File: config.mk
export PLATFORM = sky130hd
export DESIGN_NAME = uart_buf
export DESIGN_NICKNAME = d
export VERILOG_FILES = /design/src/shared/uart_buf_pkg.sv /design/src/logic/uart_buf.sv
export SDC_FILE = /design/constraint.sdc
export NUM_CORES = 1
export LEC_CHECK = 0
export ABC_AREA = 1
export BUFFER_PORTS_ARGS = -buffer_cell sky130_fd_sc_hd__buf_2
export CAP_MARGIN = 20
export CORE_MARGIN = 5
export CORE_UTILIZATION = 40
export DETAILED_ROUTE_END_ITERATION = 8
export PLACE_DENSITY = 0.54
export REMOVE_ABC_BUFFERS = 1
export SYNTH_ARGS = -nofsm -noshare
export SYNTH_HDL_FRONTEND = slang
export SYNTH_SLANG_ARGS = --single-unit
File: constraint.sdc
create_clock -name clock_i -period 3.13 [get_ports clock_i]
set_input_delay 0.1565 -clock clock_i [delete_from_list [all_inputs] [get_ports clock_i]]
set_output_delay 0.1565 -clock clock_i [all_outputs]
set_load 0.02 [all_outputs]
File: src/shared/uart_buf_pkg.sv
/*
  Constants for the serial transceiver buffer and flag block: register
  offsets, bit positions, reset values and frame-size codes.
  Assumes a byte-wide register port and a one-cycle bit-rate enable.
*/
package uart_buf_pkg;
  localparam logic [1:0] OFS_DATA    = 2'h0;
  localparam logic [1:0] OFS_STATUS  = 2'h1;
  localparam logic [1:0] OFS_CONTROL = 2'h2;
  localparam logic [1:0] OFS_FORMAT  = 2'h3;
  // Status bits
  localparam int ST_RX_DONE   = 7;
  localparam int ST_TX_DONE   = 6;
  localparam int ST_TX_EMPTY  = 5;
  localparam int ST_FRAME_ERR = 4;
  localparam int ST_OVERRUN   = 3;
  localparam int ST_PAR_ERR   = 2;
  // Control bits
  localparam int CT_EMPTY_IE = 5;
  localparam int CT_DONE_IE  = 6;
  localparam int CT_RX_ON    = 4;
  localparam int CT_TX_ON    = 3;
  localparam int CT_RX_NINTH = 1;
  localparam int CT_TX_NINTH = 0;
  // Format bits
  localparam int FM_STOP2 = 7;
  localparam int FM_PEN   = 5;
  localparam int FM_PODD  = 4;
  localparam int FM_SYNC  = 3;
  localparam int FM_SZ_LO = 0;
  localparam logic [2:0] SIZE_NINE = 3'h7;
  localparam logic [7:0] CONTROL_RESET = 8'h00;
  localparam logic [7:0] FORMAT_RESET  = 8'h06;
  localparam int FIFO_DEPTH = 2;
endpackage

File: src/logic/uart_buf.sv
/*
  Transmit buffer, shift logic, flags, interrupt requests and two-entry
  receive FIFO of an asynchronous/synchronous serial transceiver.
  Assumes an external bit-rate enable pulse and synchronous pin inputs.
*/
`timescale 1ns/1ps

//////////////////////////////////////////////////////////////////////////
// Function
// Empty flag mirrors transmit buffer occupancy
// Data register write clears empty flag
// Empty interrupt requested while flag set
// Host writes data or masks empty interrupt
// Host writes zero to empty flag
// Complete flag when shifter and buffer idle
// Complete cleared by service or write one
// Complete interrupt follows complete flag
// Parity inserted before first stop bit
// Transmitter disable deferred until idle
// Receiver enable takes over receive pin
// Synchronous mode uses transfer clock pin
// Frame begins on valid start bit
// Second stop bit never examined
// First stop bit moves frame to FIFO
// Unused upper data bits read zero
// Receive complete flag marks unread data
// FIFO holds ninth bit and errors
// Host reads ninth bit before data
// Ninth bit marks address frames
// Host writes ninth bit before data
// Shifter loads when idle or after stop
// Parity is xor, inverted for odd
// Receiver disable flushes FIFO immediately
// FIFO holds two complete entries
module uart_buf
(
  // Clock and reset
  input  wire logic       clock_i,
  input  wire logic       nrst_i,
  // Register port
  input  wire logic [1:0] addr_i,
  input  wire logic [7:0] wdata_i,
  input  wire logic       wr_i,
  input  wire logic       rd_i,
  output logic      [7:0] rdata_o,
  // Interrupt handshake
  input  wire logic       global_irq_enable_i,
  input  wire logic       tx_complete_irq_ack_i,
  output logic            tx_empty_irq_o,
  output logic            tx_complete_irq_o,
  output logic            rx_complete_o,
  // Bit timing
  input  wire logic       baud_tick_i,
  input  wire logic       sync_transfer_clock_pin_i,
  // Serial pins
  input  wire logic       rx_pin_i,
  output logic            tx_pin_o,
  output logic            tx_pin_oe_o,
  output logic            rx_pin_owned_o
);
  import uart_buf_pkg::*;

  typedef enum logic [2:0] {
    TX_IDLE = 3'h0, TX_START = 3'h1, TX_DATA = 3'h3, TX_PAR = 3'h2,
    TX_STOP = 3'h6
  } tx_state_e;
  typedef enum logic [2:0] {
    RX_IDLE = 3'h0, RX_DATA = 3'h1, RX_PAR = 3'h3, RX_STOP = 3'h2
  } rx_state_e;

  //////////////////////////////////////////////////////////////////////////
  logic [7:0] control;
  logic [7:0] format;
  logic       tx_enable_active;
  logic [8:0] tx_buffer;
  logic       tx_buffer_full;
  logic       tx_complete_flag;
  tx_state_e  tx_state;
  logic [8:0] tx_shift;
  logic [3:0] tx_count;
  logic       tx_stop_two;
  logic       tx_parity;
  rx_state_e  rx_state;
  logic [8:0] rx_shift;
  logic [3:0] rx_count;
  logic       rx_parity;
  logic       overrun_pending;
  logic [11:0] fifo_mem [FIFO_DEPTH];
  logic       fifo_rd_ptr;
  logic       fifo_wr_ptr;
  logic [1:0] fifo_level;
  logic       sync_clk_q;

  logic       tx_buffer_empty_flag;
  logic [2:0] char_size_code;
  logic [3:0] data_bits;
  logic       parity_enable_bit;
  logic       parity_odd_select;
  logic       bit_tick;
  logic       data_write;
  logic       data_read;
  logic       tx_load;
  logic       tx_done;
  logic       rx_push;
  logic       fifo_pop;
  logic [11:0] head;
  logic [8:0] data_mask;

  assign char_size_code    = format[FM_SZ_LO +: 3];
  assign data_bits         = (char_size_code == SIZE_NINE) ? 4'h9
                           : {1'b0, char_size_code} + 4'h5;
  assign parity_enable_bit = format[FM_PEN];
  assign parity_odd_select = format[FM_PODD];
  assign data_write        = wr_i && addr_i == OFS_DATA;
  assign data_read         = rd_i && addr_i == OFS_DATA;
  assign tx_buffer_empty_flag = !tx_buffer_full;
  // Rising edge of the transfer clock replaces the baud tick
  assign bit_tick = format[FM_SYNC] ? (sync_transfer_clock_pin_i && !sync_clk_q)
                                    : baud_tick_i;
  assign data_mask = (char_size_code == SIZE_NINE) ? 9'h1ff
                   : 9'h0ff >> (4'h8 - data_bits);

  //////////////////////////////////////////////////////////////////////////
  always_ff @(posedge clock_i or negedge nrst_i)
    if (!nrst_i)
      sync_clk_q <= 1'b0;
    else
      sync_clk_q <= sync_transfer_clock_pin_i;

  // Control and format registers
  always_ff @(posedge clock_i or negedge nrst_i)
    if (!nrst_i)
    begin
      control <= CONTROL_RESET;
      format  <= FORMAT_RESET;
    end
    else if (wr_i && addr_i == OFS_CONTROL)
      control <= {wdata_i[7:2], control[CT_RX_NINTH], wdata_i[CT_TX_NINTH]};
    else if (wr_i && addr_i == OFS_FORMAT)
      format <= wdata_i;

  // Transmitter keeps the pin until both buffer and shifter drain
  always_ff @(posedge clock_i or negedge nrst_i)
    if (!nrst_i)
      tx_enable_active <= 1'b0;
    else if (control[CT_TX_ON])
      tx_enable_active <= 1'b1;
    else if (!tx_buffer_full && tx_state == TX_IDLE)
      tx_enable_active <= 1'b0;

  //////////////////////////////////////////////////////////////////////////
  assign tx_load = tx_buffer_full && tx_enable_active &&
                   (tx_state == TX_IDLE || tx_done);
  assign tx_done = tx_state == TX_STOP && bit_tick && !tx_stop_two &&
                   tx_count == 4'h0;

  // Write beside a load keeps the new character buffered
  always_ff @(posedge clock_i or negedge nrst_i)
    if (!nrst_i)
    begin
      tx_buffer      <= 9'h000;
      tx_buffer_full <= 1'b0;
    end
    else if (data_write)
    begin
      tx_buffer      <= {control[CT_TX_NINTH], wdata_i} & data_mask;
      tx_buffer_full <= 1'b1;
    end
    else if (tx_load)
      tx_buffer_full <= 1'b0;

  always_ff @(posedge clock_i or negedge nrst_i)
    if (!nrst_i)
    begin
      tx_state    <= TX_IDLE;
      tx_shift    <= 9'h000;
      tx_count    <= 4'h0;
      tx_stop_two <= 1'b0;
      tx_parity   <= 1'b0;
    end
    else if (tx_load)
    begin
      tx_state    <= TX_START;
      tx_shift    <= tx_buffer;
      tx_count    <= data_bits;
      tx_stop_two <= format[FM_STOP2];
      tx_parity   <= ^tx_buffer ^ parity_odd_select;
    end
    else if (bit_tick)
      case (tx_state)
        TX_START: tx_state <= TX_DATA;
        TX_DATA:
        begin
          tx_shift <= tx_shift >> 1;
          tx_count <= tx_count - 4'h1;
          if (tx_count == 4'h1)
            tx_state <= parity_enable_bit ? TX_PAR : TX_STOP;
        end
        TX_PAR: tx_state <= TX_STOP;
        TX_STOP:
          if (tx_stop_two)
            tx_stop_two <= 1'b0;
          else
            tx_state <= TX_IDLE;
        default: tx_state <= TX_IDLE;
      endcase

  // Set wins over software or acknowledge clear
  always_ff @(posedge clock_i or negedge nrst_i)
    if (!nrst_i)
      tx_complete_flag <= 1'b0;
    else if (tx_done && !tx_buffer_full)
      tx_complete_flag <= 1'b1;
    else if (tx_complete_irq_ack_i ||
             (wr_i && addr_i == OFS_STATUS && wdata_i[ST_TX_DONE]))
      tx_complete_flag <= 1'b0;

  always_comb
  begin
    tx_pin_oe_o = tx_enable_active;
    case (tx_state)
      TX_START: tx_pin_o = 1'b0;
      TX_DATA:  tx_pin_o = tx_shift[0];
      TX_PAR:   tx_pin_o = tx_parity;
      default:  tx_pin_o = 1'b1;
    endcase
  end

  assign tx_empty_irq_o = global_irq_enable_i && control[CT_EMPTY_IE] &&
                          tx_buffer_empty_flag;
  assign tx_complete_irq_o = global_irq_enable_i && control[CT_DONE_IE] &&
                             tx_complete_flag;

  //////////////////////////////////////////////////////////////////////////
  assign rx_pin_owned_o = control[CT_RX_ON];
  assign rx_push = rx_state == RX_STOP && bit_tick && fifo_level != 2'h2;
  assign fifo_pop = data_read && fifo_level != 2'h0;

  always_ff @(posedge clock_i or negedge nrst_i)
    if (!nrst_i)
    begin
      rx_state  <= RX_IDLE;
      rx_shift  <= 9'h000;
      rx_count  <= 4'h0;
      rx_parity <= 1'b0;
    end
    else if (!control[CT_RX_ON])
      rx_state <= RX_IDLE;
    else if (bit_tick)
      case (rx_state)
        RX_IDLE:
          if (!rx_pin_i)
          begin
            rx_state <= RX_DATA;
            rx_count <= data_bits;
            rx_shift <= 9'h000;
          end
        RX_DATA:
        begin
          rx_shift <= {rx_pin_i, rx_shift[8:1]};
          rx_count <= rx_count - 4'h1;
          if (rx_count == 4'h1)
            rx_state <= parity_enable_bit ? RX_PAR : RX_STOP;
        end
        RX_PAR:
        begin
          rx_parity <= rx_pin_i;
          rx_state  <= RX_STOP;
        end
        RX_STOP:
          if (fifo_level != 2'h2)
            rx_state <= RX_IDLE;
        default: rx_state <= RX_IDLE;
      endcase

  // Frame waits in the shifter when both entries are taken
  always_ff @(posedge clock_i or negedge nrst_i)
    if (!nrst_i)
      overrun_pending <= 1'b0;
    else if (!control[CT_RX_ON] || rx_push)
      overrun_pending <= 1'b0;
    else if (rx_state == RX_STOP && bit_tick && !rx_pin_i)
      overrun_pending <= 1'b1;

  logic [8:0] rx_aligned;
  assign rx_aligned = (rx_shift >> (4'h9 - data_bits)) & data_mask;

  for (genvar g = 0; g < FIFO_DEPTH; g++)
  begin : g_fifo
    always_ff @(posedge clock_i or negedge nrst_i)
      if (!nrst_i)
        fifo_mem[g] <= 12'h000;
      else if (rx_push && fifo_wr_ptr == 1'(g))
        fifo_mem[g] <= {rx_aligned, !rx_pin_i, overrun_pending,
                        parity_enable_bit && (rx_parity !=
                        (^rx_aligned ^ parity_odd_select))};
  end

  always_ff @(posedge clock_i or negedge nrst_i)
    if (!nrst_i)
    begin
      fifo_rd_ptr <= 1'b0;
      fifo_wr_ptr <= 1'b0;
      fifo_level  <= 2'h0;
    end
    else if (!control[CT_RX_ON])
    begin
      fifo_rd_ptr <= 1'b0;
      fifo_wr_ptr <= 1'b0;
      fifo_level  <= 2'h0;
    end
    else
    begin
      if (rx_push)
        fifo_wr_ptr <= !fifo_wr_ptr;
      if (fifo_pop)
        fifo_rd_ptr <= !fifo_rd_ptr;
      fifo_level <= fifo_level + {1'b0, rx_push} - {1'b0, fifo_pop};
    end

  assign head = fifo_mem[fifo_rd_ptr];
  assign rx_complete_o = fifo_level != 2'h0;

  //////////////////////////////////////////////////////////////////////////
  always_ff @(posedge clock_i or negedge nrst_i)
    if (!nrst_i)
      rdata_o <= 8'h00;
    else if (rd_i)
    begin
      if (addr_i == OFS_DATA)
        rdata_o <= head[10:3];
      else if (addr_i == OFS_STATUS)
        rdata_o <= {rx_complete_o, tx_complete_flag, tx_buffer_empty_flag,
                    head[2:0] & {3{rx_complete_o}}, 2'h0};
      else if (addr_i == OFS_CONTROL)
        rdata_o <= {control[7:2], head[11], control[CT_TX_NINTH]};
      else
        rdata_o <= format;
    end
    else
      rdata_o <= 8'h00;
endmodule // uart_buf

==> metrics.md <==
| Metric | Value |
|---|---|
| Type of the worst setup path | `reg -> reg` |
| Chip width | `126 um` |
| Number of flops mapped to enable cells by yosys | `0` |
| Clock power share | `around 26%` |
| CTS max path bufs | `2` |
| Hold Path Class | `in -> reg` |
| First-pass GRT wire length | `between 20 and 25 mm` |
| Post-synthesis mux area share | `0.209%` |
| Slew margin rel. | `44.6%` |
| DRC Markers | `0` |
| Post-Place Worst Slack | `around 0.32 ns` |
| Layout cells sized above 1 | `around 10%` |
| Slew Limit Fails | `0` |
| Starting Density | `a little over 40%` |
| Clk pin slew, worst setup/hold paths | `roughly 0.070 ns` |
| Post-Synthesis Cell Area | `approximately 0.0054 mm^2` |
| Area contributors post-synth | `dfrtp_1, nand2_1, nand3_1, o21ai_0, inv_1` |
| Diodes inserted | `0` |
| Area delta synth->final | `13.7%` |
| PortBufs | `32` |
| Core area | `approximately 0.013 mm^2` |
| Hold path startpoint | `rd_i` |
| Fin crit period | `~2.8 ns` |
| Post-synth top cells | `nand2_1, inv_1, dfrtp_1, nand3_1, o21ai_0` |
| Sequential Power Share | `36.9%` |
| Synth Area in Adders | `2.55%` |
| Layout Cell Area excl Fill | `0.00613 mm^2` |
| Fin nets | `772` |
| XOR/XNOR Fraction of Synth Area | `approximately 2.3%` |
| Count of different cell masters after synthesis | `43` |
| Largest family of logic cells by synthesized area | `simple AND/OR/NAND/NOR gates` |
| Required @ worst endpoint | `about 3.4 ns` |
| Number of max-cap violations | `0` |
| Post-synthesis sequential area ratio | `46.0%` |
| Worst Setup SP | `format[1]` |
| Worst setup SP type | `register` |
| DP Area | `approximately 0.0058 mm^2` |
| Gpl congestion | `between 0.8 and 0.9` |
| Combinational share of power | `37.5%` |
| Flops & latches, synth | `between 90 and 100` |
| Pre-antenna DRT Iters | `5` |
| Post-route setup slack | `between 0.3 and 0.4 ns` |
| Gr usage total | `19.3%` |
| Fin crit share | `about nine tenths` |
| Clk_skew | `approximately 0.01 ns` |
| Total grt overflow | `0` |
| Clock root cell | `clkbuf_16` |
| Status | `complete, no violations` |
| CTS tree | `done` |
| Routed vias | `4722` |
| Total Power | `roughly 4.6 mW` |
| Endpoints failing hold | `0` |
| H-tree depth | `3` |
| Leak Pwr | `3.09 nW` |
| Row cnt | `42` |
| Chip Height | `roughly 130 um` |
| Compound-cell area share of the yosys netlist | `between 10% and 20%` |
| Drt via density | `about 5.1` |
| Psw | `around 1.8 mW` |
| Vias in the first global route | `~4500` |
| Largest net degree at the start of global routing | `between 60 and 70` |
| Critical R2R Launch | `format[1]` |
| CP arrival | `approximately 3.1 ns` |
| Later-pin clock latency in the skew report | `around 0.36 ns` |
| Post-synth top area cell | `dfrtp_1` |
| Initial antenna violation count | `0` |
| Aggregate routed wire length | `14.6 mm` |
| DRC marker count from the first detailed-route iteration | `about 340` |
| Max Fclk | `between 300 and 400 MHz` |
| HPWL after DPL | `about 11 mm` |
| Setup-failing EPs final | `0` |
| Worst-Margin Slew | `0.831 ns` |
| Setup crit end kind | `register` |
| Sink Count | `slightly below 100` |
| Post-route setup TNS | `0 ns` |
| CTS buffer count | `9` |
| Fraction of registers with async set/reset | `100%` |
| Switching Share | `39.8%` |
| Ys flop type | `dfrtp_1` |
| Share of Yosys cell area claimed by the top area cell type | `45.0%` |
| Synth Instances | `about 700` |
| Setup bufs post-CTS | `0` |
| Critical-path maximum fanout | `6` |
| Internal power | `roughly 2.8 mW` |
| Mean Syn Cell Area | `about 7.7 um^2` |
| Total die area | `roughly 0.016 mm^2` |
| DR WL/cell | `approximately 16 um` |
| RSZ-0062 raised after global routing | `no` |
| Count leader, synth | `nand2_1` |
| Antenna viol nets, final | `0` |
| I/O pin total | `33` |
| Yosys warnings | `0` |
| Max VDD drop | `about 300 uV` |
| Cell Pwr Density | `between 700 and 800 mW/mm^2` |
| Simple-gate share of the synthesized area | `approximately a quarter` |
==> cell usage in the layout (no fill, tap or decap), types with 5 or more instances in the layout <==
cell / instances
a21oi_1: 18
a221oi_1: 9
buf_2: 31
buf_4: 9
clkbuf_16: 9
dfrtp_1: 97
ha_1: 11
inv_1: 98
nand2_1: 186
nand3_1: 76
nor2_1: 45
o21ai_0: 74
o221ai_1: 5
o32ai_1: 9
xnor2_1: 8
xor2_1: 6
==> worst paths after layout <==
kind                                endpoint  slack [ns]  depth (start not counted)
worst min register to register  fifo_mem[11]        0.49                          2
worst max register to register   fifo_mem[0]        0.32                         16
worst max-delay path             fifo_mem[0]        0.32                         16
min in group asynchronous        tx_pin_oe_o        0.44                          2
max in group asynchronous          format[1]        1.94                          3
worst min-delay path              rdata_o[1]        0.03                          3
==> sequential cells by signal, summed over array words and instances, names as in the netlist, 2 cells and up <==
signal / cells
tx_buffer: 9
control: 7
rx_count: 4
rx_shift: 9
fifo_mem: 24
tx_count: 4
format: 8
rx_state: 2
rdata_o: 8
fifo_level: 2
tx_state: 3
tx_shift: 9
==> kinds of logic (layout without fill, tap and decap cells) <==
kind of cell    Yosys count  after routing
fa+ha+maj                11             11
xor+xnor                 14             14
mux                       1              1
flops                    99             99
compound gates          132            132
simple gates            326            326
buf+inv                 120            164
==> critical path, cell delays in order (launching register included) <==
cell and delay (ns):
dfstp_2 0.58, ha_1 0.31, nand2_1 0.13, ha_1 0.23, inv_1 0.11, nand2_1 0.13, nand2_2 0.12, a21oi_1 0.21
nand3_1 0.23, nand2_1 0.14, nand3_1 0.10, nand3_1 0.11, nand2_1 0.06, nand2_1 0.05, nand2_1 0.06, nand3_1 0.07
nand2_1 0.05
==> power groups by stage <==
stage	clock network [mW]	logic (mW)	registers, mW
2_1_floorplan	0	1.23	1.70
3_3_place_gp	0	1.70	1.72
3_5_place_dp	0	1.72	1.73
4_1_cts	1.22	1.73	1.71
5_1_grt	1.28	1.99	1.74
6_report	1.18	1.73	1.71
==> routing by layer <==
| metal | vias up | wire length [um] | GRT usage, % | share of wire [%] |
|---|---|---|---|---|
| met3 | 23 | 590 | 4.49 | 4.0 |
| met2 | 79 | 6450 | 29.1 | 44 |
| met5 | - | 0 | 0 | 0 |
| met1 | 2243 | 7250 | 27.5 | 50 |
| li1 | 2377 | - | - | - |
| met4 | 0 | 328 | 6.12 | 2.2 |
==> repair_timing <==
item / CTS / global route
resized for setup: 0 / 2
hold endpoints to repair: 66 / 0
hold buffers: 4 / 0
endpoints found under the setup margin: 0 / 2
==> area by class of cell <==
class | count | area (um^2)
Clock buffer | 12 | 256
Timing Repair Buffer | 45 | 283
Multi-Input combinational cell | 484 | 2450
Clock inverter | 4 | 55.1
Inverter | 103 | 390
Tap cell | 176 | 220
Fill cell | 1377 | 7110
Sequential cell | 99 | 2480
==> through the flow <==
| stage | hold slack, ns | instances | util [%] |
|---|---|---|---|
| after global routing | 0.0409 | 923 | 46.3 |
| final | 0.0271 | 923 | 46.3 |
| after floorplan | -0.139 | 686 | - |
| after CTS | 0.0194 | 923 | 46.3 |
| after detailed placement | 0.287 | 903 | 43.6 |
| after global placement | 0.281 | 903 | 43.6 |
(Power assumes the default switching activity.)
